--- src/rtl/ofd_map.svh ---
// offsets, field positions and reset values of the operand field decoder
`ifndef OFD_MAP_SVH
`define OFD_MAP_SVH

// register word offsets on the plain register port
`define OFD_BANK_OFS        8'h00
`define OFD_TABLE_POINTER_OFS      8'h04
`define OFD_SHADOW_OFS      8'h08
`define OFD_STATE_OFS       8'h0C

// reset values
`define OFD_BANK_RST        4'h0
`define OFD_RDATA_RST       32'h0000_0000

// tail word of a double-word instruction carries this prefix
`define OFD_TAIL_PREFIX     4'hF

// fixed access region: low half from bank 0, high half from the top bank
`define OFD_ACCESS_LO_BANK  4'h0
`define OFD_ACCESS_HI_BANK  4'hF

// single-bit field positions in the first word
`define OFD_D_BIT           9
`define OFD_A_BIT           8
`define OFD_S_CALL_BIT      8
`define OFD_S_RET_BIT       0

`endif

--- src/rtl/ofd_pkg.sv ---
// types shared by the operand field decoder
package ofd_pkg;

	typedef enum logic [3:0] {
		OFD_FMT_NONE  = 4'h0,
		OFD_FMT_BYTE  = 4'h1,
		OFD_FMT_BIT   = 4'h2,
		OFD_FMT_LIT8  = 4'h3,
		OFD_FMT_LFSR  = 4'h4,
		OFD_FMT_MOVFF = 4'h5,
		OFD_FMT_CALL  = 4'h6,
		OFD_FMT_GOTO  = 4'h7,
		OFD_FMT_BRA   = 4'h8,
		OFD_FMT_BCOND = 4'h9,
		OFD_FMT_RET   = 4'hA,
		OFD_FMT_TABLE = 4'hB,
		OFD_FMT_MOVSF = 4'hC,
		OFD_FMT_MOVSS = 4'hD
	} ofd_fmt_t;

	typedef enum logic [1:0] {
		OFD_TBL_KEEP     = 2'b00,
		OFD_TBL_POST_INC = 2'b01,
		OFD_TBL_POST_DEC = 2'b10,
		OFD_TBL_PRE_INC  = 2'b11
	} ofd_tbl_act_t;

	typedef enum logic {
		OFD_ST_IDLE   = 1'b0,
		OFD_ST_SECOND = 1'b1
	} ofd_state_t;

endpackage

--- src/rtl/ofd_decoder.sv ---
// operand field decoder top: field extraction, shadow, flags and register port
//
// Design decisions made here: the plain strobed port and the register offsets.
`timescale 1ns/100ps
`include "ofd_map.svh"

// Contract
// - access bit clear: address the fixed access region, ignore bank register
// - access bit set: data address bank comes from the bank register
// - three-bit bit field picks one bit 0 to 7 of a byte
// - destination bit 0 goes to accumulator, 1 back to the file register
// - short file field is an 8-bit address or 2-bit pointer selector
// - register moves carry 12-bit source and 12-bit target addresses
// - literals are 8, 12 or 20 bits wide per format
// - branch field is signed relative offset or absolute call/jump target
// - table action: keep, post-increment, post-decrement or pre-increment
// - table pointer is 21 bits and addresses program memory
// - fast bit saves or restores shadow registers; clear leaves them alone
// - 7-bit source and target offsets for indexed indirect access
// - don't-care bits of a word are ignored
// - results report carry, half carry, zero, overflow and negative
// - tail words start with ones; a lone tail runs as no-operation
module ofd_decoder
	import ofd_pkg::*;
#(
	parameter int PTR_WIDTH = 21,
	parameter int DATA_W    = 32
) (
	input  wire logic                 clk,
	input  wire logic                 rst,
	input  wire logic                 instr_valid,
	input  wire logic [15:0]          instr_word,
	input  wire ofd_fmt_t             instr_format,
	input  wire logic [7:0]           working_accumulator_in,
	input  wire logic [4:0]           status_in,
	input  wire logic                 alu_valid,
	input  wire logic [7:0]           alu_a,
	input  wire logic [7:0]           alu_b,
	input  wire logic                 alu_carry_in,
	input  wire logic                 alu_subtract,
	input  wire logic [7:0]           reg_addr,
	input  wire logic [DATA_W-1:0]    reg_wdata,
	input  wire logic                 reg_write,
	input  wire logic                 reg_read,
	output logic      [DATA_W-1:0]    reg_rdata,
	output logic                      dec_valid_reg,
	output ofd_fmt_t                  dec_format_reg,
	output logic                      dec_nop_reg,
	output logic                      dec_ram_access_reg,
	output logic                      dec_dest_file_reg,
	output logic      [2:0]           dec_bit_pos_reg,
	output logic      [7:0]           dec_bit_mask_reg,
	output logic      [11:0]          dec_data_addr_reg,
	output logic      [1:0]           dec_pointer_sel_reg,
	output logic      [11:0]          move_source_address_reg,
	output logic      [11:0]          move_target_address_reg,
	output logic      [6:0]           indexed_source_offset_reg,
	output logic      [6:0]           indexed_target_offset_reg,
	output logic      [19:0]          dec_literal_reg,
	output logic                      branch_relative_reg,
	output logic      [19:0]          branch_value_reg,
	output logic                      fast_mode_reg,
	output logic                      shadow_restore_reg,
	output logic      [7:0]           restore_accumulator_reg,
	output logic      [4:0]           restore_status_reg,
	output logic      [PTR_WIDTH-1:0] table_pointer,
	output logic      [PTR_WIDTH-1:0] table_access_addr,
	output logic                      table_access_valid,
	output logic                      carry_flag_reg,
	output logic                      half_carry_flag_reg,
	output logic                      zero_flag_reg,
	output logic                      signed_range_flag_reg,
	output logic                      negative_flag_reg
);

	// the register port must hold the whole table pointer in one word
	if (DATA_W < PTR_WIDTH || DATA_W < 21) begin : g_width_check
		$error("ofd_decoder: DATA_W too narrow for the table pointer");
	end

	ofd_state_t  state_reg;
	logic [15:0] pend_word_reg;
	ofd_fmt_t    pend_fmt_reg;
	logic [3:0]  bank_select_reg;
	logic [7:0]  shadow_accumulator_reg;
	logic [4:0]  shadow_status_reg;
	logic [3:0]  shadow_bank_reg;
	logic        in_second;
	logic        word_is_tail;
	logic        start_pair;
	logic        take;
	logic        nop_cur;
	ofd_fmt_t    fmt_cur;
	logic [15:0] w1;
	logic [15:0] w2;
	logic        tbl_op;
	logic        save_shadow;
	logic        restore_shadow;
	logic [7:0]  alu_b_eff;
	logic [8:0]  alu_sum;
	logic [4:0]  alu_half;

	// formats that occupy two program words
	function automatic logic is_double(input ofd_fmt_t f);
		return (f == OFD_FMT_LFSR) || (f == OFD_FMT_MOVFF) || (f == OFD_FMT_CALL) ||
		       (f == OFD_FMT_GOTO) || (f == OFD_FMT_MOVSF) || (f == OFD_FMT_MOVSS);
	endfunction

	// 12-bit data address from the access bit, short file field and bank
	function automatic logic [11:0] data_address(input logic a, input logic [7:0] f, input logic [3:0] bank);
		if (a) begin
			return {bank, f};
		end
		// fixed region split on the top bit of the field, bank register unused
		return {(f[7] ? `OFD_ACCESS_HI_BANK : `OFD_ACCESS_LO_BANK), f};
	endfunction

	// sign extension of a relative branch offset to the address width
	function automatic logic [19:0] sext(input logic [10:0] v);
		return {{9{v[10]}}, v};
	endfunction

	// pairing of first and tail words
	assign in_second    = (state_reg == OFD_ST_SECOND);
	assign word_is_tail = (instr_word[15:12] == `OFD_TAIL_PREFIX);
	assign fmt_cur      = in_second ? pend_fmt_reg : instr_format;
	assign w1           = in_second ? pend_word_reg : instr_word;
	assign w2           = instr_word;
	assign nop_cur      = in_second ? !word_is_tail : word_is_tail;
	assign start_pair   = instr_valid && !in_second && !word_is_tail && is_double(instr_format);
	assign take         = instr_valid && !start_pair;

	// side effects of a taken instruction
	assign tbl_op         = take && !nop_cur && (fmt_cur == OFD_FMT_TABLE);
	assign save_shadow    = take && !nop_cur && (fmt_cur == OFD_FMT_CALL) && w1[`OFD_S_CALL_BIT];
	assign restore_shadow = take && !nop_cur && (fmt_cur == OFD_FMT_RET) && w1[`OFD_S_RET_BIT];

	// first word held while the tail word is awaited
	always_ff @(posedge clk or posedge rst) begin
		if (rst) begin
			state_reg     <= OFD_ST_IDLE;
			pend_word_reg <= 16'h0000;
			pend_fmt_reg  <= OFD_FMT_NONE;
		end else if (instr_valid) begin
			case (state_reg)
				OFD_ST_IDLE: begin
					if (start_pair) begin
						state_reg     <= OFD_ST_SECOND;
						pend_word_reg <= instr_word;
						pend_fmt_reg  <= instr_format;
					end
				end
				OFD_ST_SECOND: state_reg <= OFD_ST_IDLE;
				default:       state_reg <= OFD_ST_IDLE;
			endcase
		end
	end

	// field extraction; every field of a word is registered on the same edge
	always_ff @(posedge clk or posedge rst) begin
		if (rst) begin
			dec_valid_reg             <= 1'b0;
			dec_format_reg            <= OFD_FMT_NONE;
			dec_nop_reg               <= 1'b0;
			dec_ram_access_reg        <= 1'b0;
			dec_dest_file_reg         <= 1'b0;
			dec_bit_pos_reg           <= 3'h0;
			dec_bit_mask_reg          <= 8'h00;
			dec_data_addr_reg         <= 12'h000;
			dec_pointer_sel_reg       <= 2'h0;
			move_source_address_reg   <= 12'h000;
			move_target_address_reg   <= 12'h000;
			indexed_source_offset_reg <= 7'h00;
			indexed_target_offset_reg <= 7'h00;
			dec_literal_reg           <= 20'h00000;
			branch_relative_reg       <= 1'b0;
			branch_value_reg          <= 20'h00000;
			fast_mode_reg             <= 1'b0;
		end else begin
			dec_valid_reg <= take;
			if (take) begin
				// fields unused by the format, and don't-care bits, read as zero
				dec_format_reg            <= nop_cur ? OFD_FMT_NONE : fmt_cur;
				dec_nop_reg               <= nop_cur;
				dec_ram_access_reg        <= 1'b0;
				dec_dest_file_reg         <= 1'b0;
				dec_bit_pos_reg           <= 3'h0;
				dec_bit_mask_reg          <= 8'h00;
				dec_data_addr_reg         <= 12'h000;
				dec_pointer_sel_reg       <= 2'h0;
				move_source_address_reg   <= 12'h000;
				move_target_address_reg   <= 12'h000;
				indexed_source_offset_reg <= 7'h00;
				indexed_target_offset_reg <= 7'h00;
				dec_literal_reg           <= 20'h00000;
				branch_relative_reg       <= 1'b0;
				branch_value_reg          <= 20'h00000;
				fast_mode_reg             <= 1'b0;
				if (!nop_cur) begin
					case (fmt_cur)
						OFD_FMT_BYTE: begin
							dec_ram_access_reg <= w1[`OFD_A_BIT];
							dec_dest_file_reg  <= w1[`OFD_D_BIT];
							dec_data_addr_reg  <= data_address(w1[`OFD_A_BIT], w1[7:0], bank_select_reg);
						end
						OFD_FMT_BIT: begin
							dec_ram_access_reg <= w1[`OFD_A_BIT];
							dec_bit_pos_reg    <= w1[11:9];
							dec_bit_mask_reg   <= 8'h01 << w1[11:9];
							dec_data_addr_reg  <= data_address(w1[`OFD_A_BIT], w1[7:0], bank_select_reg);
						end
						OFD_FMT_LIT8:  dec_literal_reg <= {12'h000, w1[7:0]};
						OFD_FMT_LFSR: begin
							dec_pointer_sel_reg <= w1[5:4];
							dec_literal_reg     <= {8'h00, w1[3:0], w2[7:0]};
						end
						OFD_FMT_MOVFF: begin
							move_source_address_reg <= w1[11:0];
							move_target_address_reg <= w2[11:0];
						end
						OFD_FMT_CALL: begin
							fast_mode_reg    <= w1[`OFD_S_CALL_BIT];
							dec_literal_reg  <= {w2[11:0], w1[7:0]};
							branch_value_reg <= {w2[11:0], w1[7:0]};
						end
						OFD_FMT_GOTO: begin
							dec_literal_reg  <= {w2[11:0], w1[7:0]};
							branch_value_reg <= {w2[11:0], w1[7:0]};
						end
						OFD_FMT_BRA: begin
							branch_relative_reg <= 1'b1;
							branch_value_reg    <= sext(w1[10:0]);
						end
						OFD_FMT_BCOND: begin
							branch_relative_reg <= 1'b1;
							branch_value_reg    <= sext({{3{w1[7]}}, w1[7:0]});
						end
						OFD_FMT_RET:   fast_mode_reg <= w1[`OFD_S_RET_BIT];
						OFD_FMT_MOVSF: begin
							indexed_source_offset_reg <= w1[6:0];
							move_target_address_reg   <= w2[11:0];
						end
						OFD_FMT_MOVSS: begin
							indexed_source_offset_reg <= w1[6:0];
							indexed_target_offset_reg <= w2[6:0];
						end
						default: dec_literal_reg <= 20'h00000;
					endcase
				end
			end
		end
	end

	// shadow copies taken on a fast call, untouched otherwise
	always_ff @(posedge clk or posedge rst) begin
		if (rst) begin
			shadow_accumulator_reg <= 8'h00;
			shadow_status_reg      <= 5'h00;
			shadow_bank_reg        <= `OFD_BANK_RST;
		end else if (save_shadow) begin
			shadow_accumulator_reg <= working_accumulator_in;
			shadow_status_reg      <= status_in;
			shadow_bank_reg        <= bank_select_reg;
		end
	end

	// values handed back on a fast return
	always_ff @(posedge clk or posedge rst) begin
		if (rst) begin
			shadow_restore_reg      <= 1'b0;
			restore_accumulator_reg <= 8'h00;
			restore_status_reg      <= 5'h00;
		end else begin
			shadow_restore_reg <= restore_shadow;
			if (restore_shadow) begin
				restore_accumulator_reg <= shadow_accumulator_reg;
				restore_status_reg      <= shadow_status_reg;
			end
		end
	end

	// bank register: a fast return overrides a software write in the same cycle
	always_ff @(posedge clk or posedge rst) begin
		if (rst) begin
			bank_select_reg <= `OFD_BANK_RST;
		end else if (restore_shadow) begin
			bank_select_reg <= shadow_bank_reg;
		end else if (reg_write && reg_addr == `OFD_BANK_OFS) begin
			bank_select_reg <= reg_wdata[3:0];
		end
	end

	// table pointer and its access address
	ofd_table_pointer #(
		.PTR_WIDTH(PTR_WIDTH)
	) u_table_pointer (
		.clk             (clk),
		.rst             (rst),
		.op_valid        (tbl_op),
		.action          (ofd_tbl_act_t'(w1[1:0])),
		.sw_load         (reg_write && reg_addr == `OFD_TABLE_POINTER_OFS),
		.sw_value        (reg_wdata[PTR_WIDTH-1:0]),
		.ptr_reg         (table_pointer),
		.access_addr_reg (table_access_addr),
		.access_valid_reg(table_access_valid)
	);

	// adder for the status flags; subtraction adds the complement
	assign alu_b_eff = alu_subtract ? ~alu_b : alu_b;
	assign alu_sum   = {1'b0, alu_a} + {1'b0, alu_b_eff} + {8'h00, alu_carry_in};
	assign alu_half  = {1'b0, alu_a[3:0]} + {1'b0, alu_b_eff[3:0]} + {4'h0, alu_carry_in};

	// five status flags registered per arithmetic result
	always_ff @(posedge clk or posedge rst) begin
		if (rst) begin
			carry_flag_reg        <= 1'b0;
			half_carry_flag_reg   <= 1'b0;
			zero_flag_reg         <= 1'b0;
			signed_range_flag_reg <= 1'b0;
			negative_flag_reg     <= 1'b0;
		end else if (alu_valid) begin
			carry_flag_reg        <= alu_sum[8];
			half_carry_flag_reg   <= alu_half[4];
			zero_flag_reg         <= (alu_sum[7:0] == 8'h00);
			signed_range_flag_reg <= (alu_a[7] == alu_b_eff[7]) && (alu_sum[7] != alu_a[7]);
			negative_flag_reg     <= alu_sum[7];
		end
	end

	// read data stand for exactly one cycle after the read strobe
	always_ff @(posedge clk or posedge rst) begin
		if (rst) begin
			reg_rdata <= `OFD_RDATA_RST;
		end else if (reg_read) begin
			case (reg_addr)
				`OFD_BANK_OFS:   reg_rdata <= DATA_W'({bank_select_reg});
				`OFD_TABLE_POINTER_OFS: reg_rdata <= DATA_W'(table_pointer);
				`OFD_SHADOW_OFS: reg_rdata <= DATA_W'({shadow_bank_reg, shadow_status_reg, shadow_accumulator_reg});
				`OFD_STATE_OFS:  reg_rdata <= DATA_W'({state_reg, carry_flag_reg, half_carry_flag_reg,
				                                       zero_flag_reg, signed_range_flag_reg, negative_flag_reg});
				default:         reg_rdata <= `OFD_RDATA_RST;
			endcase
		end else begin
			reg_rdata <= `OFD_RDATA_RST;
		end
	end
endmodule

--- src/rtl/ofd_table_pointer.sv ---
// table pointer with its four access actions
`timescale 1ns/100ps
`include "ofd_map.svh"

module ofd_table_pointer
	import ofd_pkg::*;
#(
	parameter int PTR_WIDTH = 21
) (
	input  wire logic                 clk,
	input  wire logic                 rst,
	input  wire logic                 op_valid,
	input  wire ofd_tbl_act_t         action,
	input  wire logic                 sw_load,
	input  wire logic [PTR_WIDTH-1:0] sw_value,
	output logic      [PTR_WIDTH-1:0] ptr_reg,
	output logic      [PTR_WIDTH-1:0] access_addr_reg,
	output logic                      access_valid_reg
);

	// the increment and decrement need at least two bits to be meaningful
	if (PTR_WIDTH < 2) begin : g_width_check
		$error("ofd_table_pointer: PTR_WIDTH below 2");
	end

	// pointer update; a table access wins over a software load in the same cycle
	always_ff @(posedge clk or posedge rst) begin
		if (rst) begin
			ptr_reg <= '0;
		end else if (op_valid) begin
			case (action)
				OFD_TBL_KEEP:     ptr_reg <= ptr_reg;
				OFD_TBL_POST_INC: ptr_reg <= ptr_reg + 1'b1;
				OFD_TBL_POST_DEC: ptr_reg <= ptr_reg - 1'b1;
				OFD_TBL_PRE_INC:  ptr_reg <= ptr_reg + 1'b1;
				default:          ptr_reg <= ptr_reg;
			endcase
		end else if (sw_load) begin
			ptr_reg <= sw_value;
		end
	end

	// program memory address used by the access itself
	always_ff @(posedge clk or posedge rst) begin
		if (rst) begin
			access_addr_reg  <= '0;
			access_valid_reg <= 1'b0;
		end else begin
			access_valid_reg <= op_valid;
			if (op_valid) begin
				// pre-increment accesses the new value, the others the old one
				access_addr_reg <= (action == OFD_TBL_PRE_INC) ? ptr_reg + 1'b1 : ptr_reg;
			end
		end
	end

endmodule

--- config.mk ---
export PLATFORM = sky130hd
export DESIGN_NAME = ofd_decoder
export DESIGN_NICKNAME = d
export VERILOG_FILES = /design/src/rtl/ofd_pkg.sv /design/src/rtl/ofd_decoder.sv /design/src/rtl/ofd_table_pointer.sv
export VERILOG_INCLUDE_DIRS = /design/src /design/src/rtl
export SDC_FILE = /design/constraint.sdc
export NUM_CORES = 1
export LEC_CHECK = 0
export BUFFER_PORTS_ARGS = -buffer_cell sky130_fd_sc_hd__buf_2
export CAP_MARGIN = 25
export CORE_UTILIZATION = 48
export CTS_CLUSTER_SIZE = 12
export DETAILED_ROUTE_END_ITERATION = 10
export PLACE_DENSITY = 0.86
export SLEW_MARGIN = 20
export SYNTH_ARGS = -nofsm -noshare
export SYNTH_HDL_FRONTEND = slang
export SYNTH_SLANG_ARGS = --single-unit
export TNS_END_PERCENT = 10
--- constraint.sdc ---
create_clock -name clk -period 6.5 [get_ports clk]
set_input_delay 0.325 -clock clk [delete_from_list [all_inputs] [get_ports clk]]
set_output_delay 0.325 -clock clk [all_outputs]
set_load 0.01 [all_outputs]
==> impl_metrics.prom <==
# TYPE chip_impl_metric gauge
chip_impl_metric{name="p_leak",unit="nW"} 6.72
chip_impl_info{name="tritoncts",value="done"} 1
chip_impl_metric{name="grt_pass1_wl",unit="mm"} 50.7
chip_impl_metric{name="reg2reg_depth",unit=""} 9
chip_impl_metric{name="clkSlewWorstSetupHoldPaths",unit="ns"} 0.06
chip_impl_metric{name="min_period",unit="ns"} 3.47
chip_impl_metric{name="initial_core_util",unit="%"} 48.9
chip_impl_metric{name="syn_area_per_cell",unit="µm²"} 10.2
chip_impl_metric{name="worstMarginPinSlew",unit="ns"} 1.03
chip_impl_metric{name="initial_antenna_violation_count",unit=""} 7
chip_impl_metric{name="count_of_final_hold_check_violations",unit=""} 0
chip_impl_metric{name="fp.dieArea",unit="µm²"} 23600
chip_impl_metric{name="timing.critical_path.buf_inv",unit=""} 3
chip_impl_info{name="synth_ff_type",value="sky130_fd_sc_hd__dfrtp_1"} 1
chip_impl_metric{name="worst-path-stages",unit=""} 9
chip_impl_metric{name="drcViolationCount",unit=""} 0
chip_impl_metric{name="postSynthRegisterBits",unit=""} 234
chip_impl_metric{name="synth.cell_area",unit="µm²"} 11000
chip_impl_metric{name="gr-usage-all-layers",unit="%"} 27.2
chip_impl_metric{name="cp_slowest_stage_delay",unit="ns"} 0.53
chip_impl_metric{name="worst-endpoint-arrival",unit="ns"} 3.90
chip_impl_info{name="rsz0062_at_grt",value="false"} 1
chip_impl_metric{name="final_nets",unit=""} 1445
chip_impl_info{name="worst_setup_path_start_kind",value="flip-flop"} 1
chip_impl_metric{name="core",unit="µm²"} 22600
chip_impl_metric{name="finish.instance_area",unit="µm²"} 13500
chip_impl_metric{name="max-cap-violations",unit=""} 0
chip_impl_metric{name="floorplan.rows",unit=""} 55
chip_impl_metric{name="max_slew_margin",unit="%"} 30.6
chip_impl_info{name="clk_root_buffer_cell",value="sky130_fd_sc_hd__clkbuf_16"} 1
chip_impl_metric{name="maxClockFrequency",unit="MHz"} 288
chip_impl_metric{name="hpwl",unit="mm"} 22.9
chip_impl_metric{name="clkLatencyLatePin",unit="ns"} 0.52
chip_impl_metric{name="number_of_synthesized_flops_with_an_enable_pin",unit=""} 0
chip_impl_metric{name="setup_violations",unit=""} 0
chip_impl_metric{name="worst_ir_drop_vdd",unit="µV"} 134
chip_impl_metric{name="grt_residual_overflow",unit=""} 0
chip_impl_metric{name="port-buffer-count",unit=""} 281
chip_impl_metric{name="timing.critical_path.required",unit="ns"} 6.93
chip_impl_metric{name="drt_iter0_drc",unit=""} 934
chip_impl_info{name="status",value="finished, final reports clean"} 1
chip_impl_metric{name="finalWeightedCongestion",unit=""} 0.938
chip_impl_metric{name="maximum_clock_path_buffer_count",unit=""} 3
chip_impl_metric{name="synth_top_area_share",unit="%"} 53.0
chip_impl_metric{name="die_height",unit="µm"} 154
chip_impl_metric{name="post_cts.resized_instances",unit=""} 0
chip_impl_metric{name="synth_cell_type_count",unit=""} 66
chip_impl_metric{name="drt.antenna.violating_nets",unit=""} 0
chip_impl_metric{name="postRouteWirelength",unit="mm"} 32.3
chip_impl_metric{name="tritoncts_num_sinks",unit=""} 234
chip_impl_metric{name="drt-wirelength-per-cell",unit="µm"} 19.6
chip_impl_info{name="post_synth_main_area_contributors",value="sky130_fd_sc_hd__dfrtp_1 (53%), sky130_fd_sc_hd__o21ai_0 (5.4%), sky130_fd_sc_hd__nand2_1 (4.8%)"} 1
chip_impl_metric{name="first_global_vias",unit=""} 9243
chip_impl_metric{name="synth.yosys.warnings",unit=""} 0
chip_impl_info{name="endpoint_kind",value="flip-flop"} 1
chip_impl_metric{name="final_layout_size_suffix_gt1_share",unit="%"} 29.7
chip_impl_metric{name="grt_max_degree",unit=""} 110
chip_impl_info{name="yosys-top-cells-count",value="sky130_fd_sc_hd__dfrtp_1 (234), sky130_fd_sc_hd__nand2_1 (140), sky130_fd_sc_hd__o21ai_0 (120)"} 1
chip_impl_info{name="cpLargestDelayFamily",value="buffers and inverters"} 1
chip_impl_info{name="path_class",value="flip-flop to flip-flop"} 1
chip_impl_metric{name="drt_pre_antenna_iters",unit=""} 6
chip_impl_metric{name="cts_buffers",unit=""} 25
chip_impl_metric{name="num_io_pins",unit=""} 304
chip_impl_metric{name="whs_path_depth",unit=""} 2
chip_impl_metric{name="postCtsSetupBuffers",unit=""} 0
chip_impl_metric{name="powerDensity",unit="nW/µm²"} 299
chip_impl_metric{name="routed-via-count",unit=""} 9652
chip_impl_info{name="synth.largest_area_cell",value="sky130_fd_sc_hd__dfrtp_1"} 1
chip_impl_metric{name="area_delta_synth_final",unit="%"} 21.9
chip_impl_metric{name="syn_inst",unit=""} 1082
chip_impl_metric{name="clock-skew-final",unit="ns"} 0.0113
chip_impl_metric{name="layout_worst_path_cycle_share",unit="%"} 53.4
chip_impl_metric{name="post_dp_cell_area",unit="µm²"} 12600
chip_impl_metric{name="ctsHtreeMaxLevel",unit=""} 1
chip_impl_metric{name="crit_fanout",unit=""} 68
chip_impl_metric{name="yosysSeqAreaShare",unit="%"} 53.0
chip_impl_metric{name="die_w",unit="µm"} 154
chip_impl_metric{name="maxSlewViolCount",unit=""} 0
chip_impl_metric{name="placedCellCount",unit=""} 1593
chip_impl_metric{name="vias_per_cell",unit=""} 5.88
chip_impl_info{name="crit_slowest_cell",value="sky130_fd_sc_hd__nor2_1"} 1
chip_impl_info{name="crit_chain",value="buf_4 -> nor2_1 -> a22oi_1 -> a221o_2 -> buf_4 -> inv_1 -> nor2_1 -> a211oi_1 -> a311oi_1"} 1
chip_impl_metric{name="final.setup.tns",unit="ns"} 0
chip_impl_info{name="hold_class",value="input port to flip-flop"} 1
chip_impl_metric{name="layoutNonFillerInstCount",unit=""} 1642
chip_impl_metric{name="finalHoldWorstSlack",unit="ns"} 0.00920
chip_impl_metric{name="synthArstFlopShare",unit="%"} 100
chip_impl_info{name="synthMostInstantiatedCell",value="sky130_fd_sc_hd__dfrtp_1"} 1
[routing by layer]
layer	up-vias	GRT usage, %	part of all wire, %
met4	2	13.0	5.2
met2	526	41.5	45
met5	-	0	0.053
li1	4345	-	-
met3	117	5.58	8.0
met1	4662	37.1	41
[power breakdown]
part           switching (mW)  leakage (nW)  internal, mW
logic                   0.464          3.21         0.332
clock network           0.564         0.392         0.837
registers               0.194          3.12          1.63
[final cells by class]
cell class | count | area [µm²]
antenna | 6 | 15.0
clock buffer | 36 | 717
clock inverter | 5 | 78.8
fill | 1883 | 9100
inverter | 24 | 93.8
multi-input combinational | 757 | 4780
sequential | 234 | 5860
tap | 285 | 357
timing repair buffer | 295 | 1580
[kinds of logic after synthesis]
kind of cell | Yosys count | synth area share (%)
fa+ha+maj | 11 | 1.38
mux | 70 | 7.69
buf+inv | 101 | 4.24
flops | 234 | 53.0
xor+xnor | 34 | 2.70
other cells | 1 | 0.0340
compound gates | 281 | 16.2
simple gates | 350 | 14.7
[through the flow]
step / setup slack (ns) / util, % / total power [mW]
2_1_floorplan: 3.11 / - / 2.30
3_3_place_gp: 3.21 / 55.7 / 2.59
3_5_place_dp: 3.12 / 55.9 / 2.63
4_1_cts: 3.11 / 59.5 / 4.03
5_1_grt: 2.71 / 59.7 / 4.20
6_report: 3.03 / 59.7 / 4.02
[cells in the final DEF, fill, tap and decap left out, drive strengths merged, types with 24 or more instances in the layout]
cell    netlist  final
a21oi        45     45
a22o         35     35
buf          27    293
clkbuf       50     36
dfrtp       234    234
inv          24     24
mux2         49     49
nand2       140    140
nand3        31     31
nor2         82     82
o21ai       122    122
[path summary, 6_finish.rpt]
path                       slack (ns)                           to                 from
setup / recovery                 3.03  u_table_pointer.ptr_reg[16]            in_second
hold / removal                  0.009  u_table_pointer.ptr_reg[13]        reg_wdata[13]
setup reg to reg                 3.03  u_table_pointer.ptr_reg[16]            in_second
hold reg to reg                  0.48          branch_value_reg[7]  branch_value_reg[7]
max in group asynchronous        4.87   move_target_address_reg[4]                  rst
min in group asynchronous        0.41  move_source_address_reg[10]                  rst
[repair_timing]
action / CTS / global route
hold buffers: 1 / 0
endpoints found under the setup margin: 0 / 0
hold endpoints to repair: 21 / 0
Power figures use the tool's default switching activity.
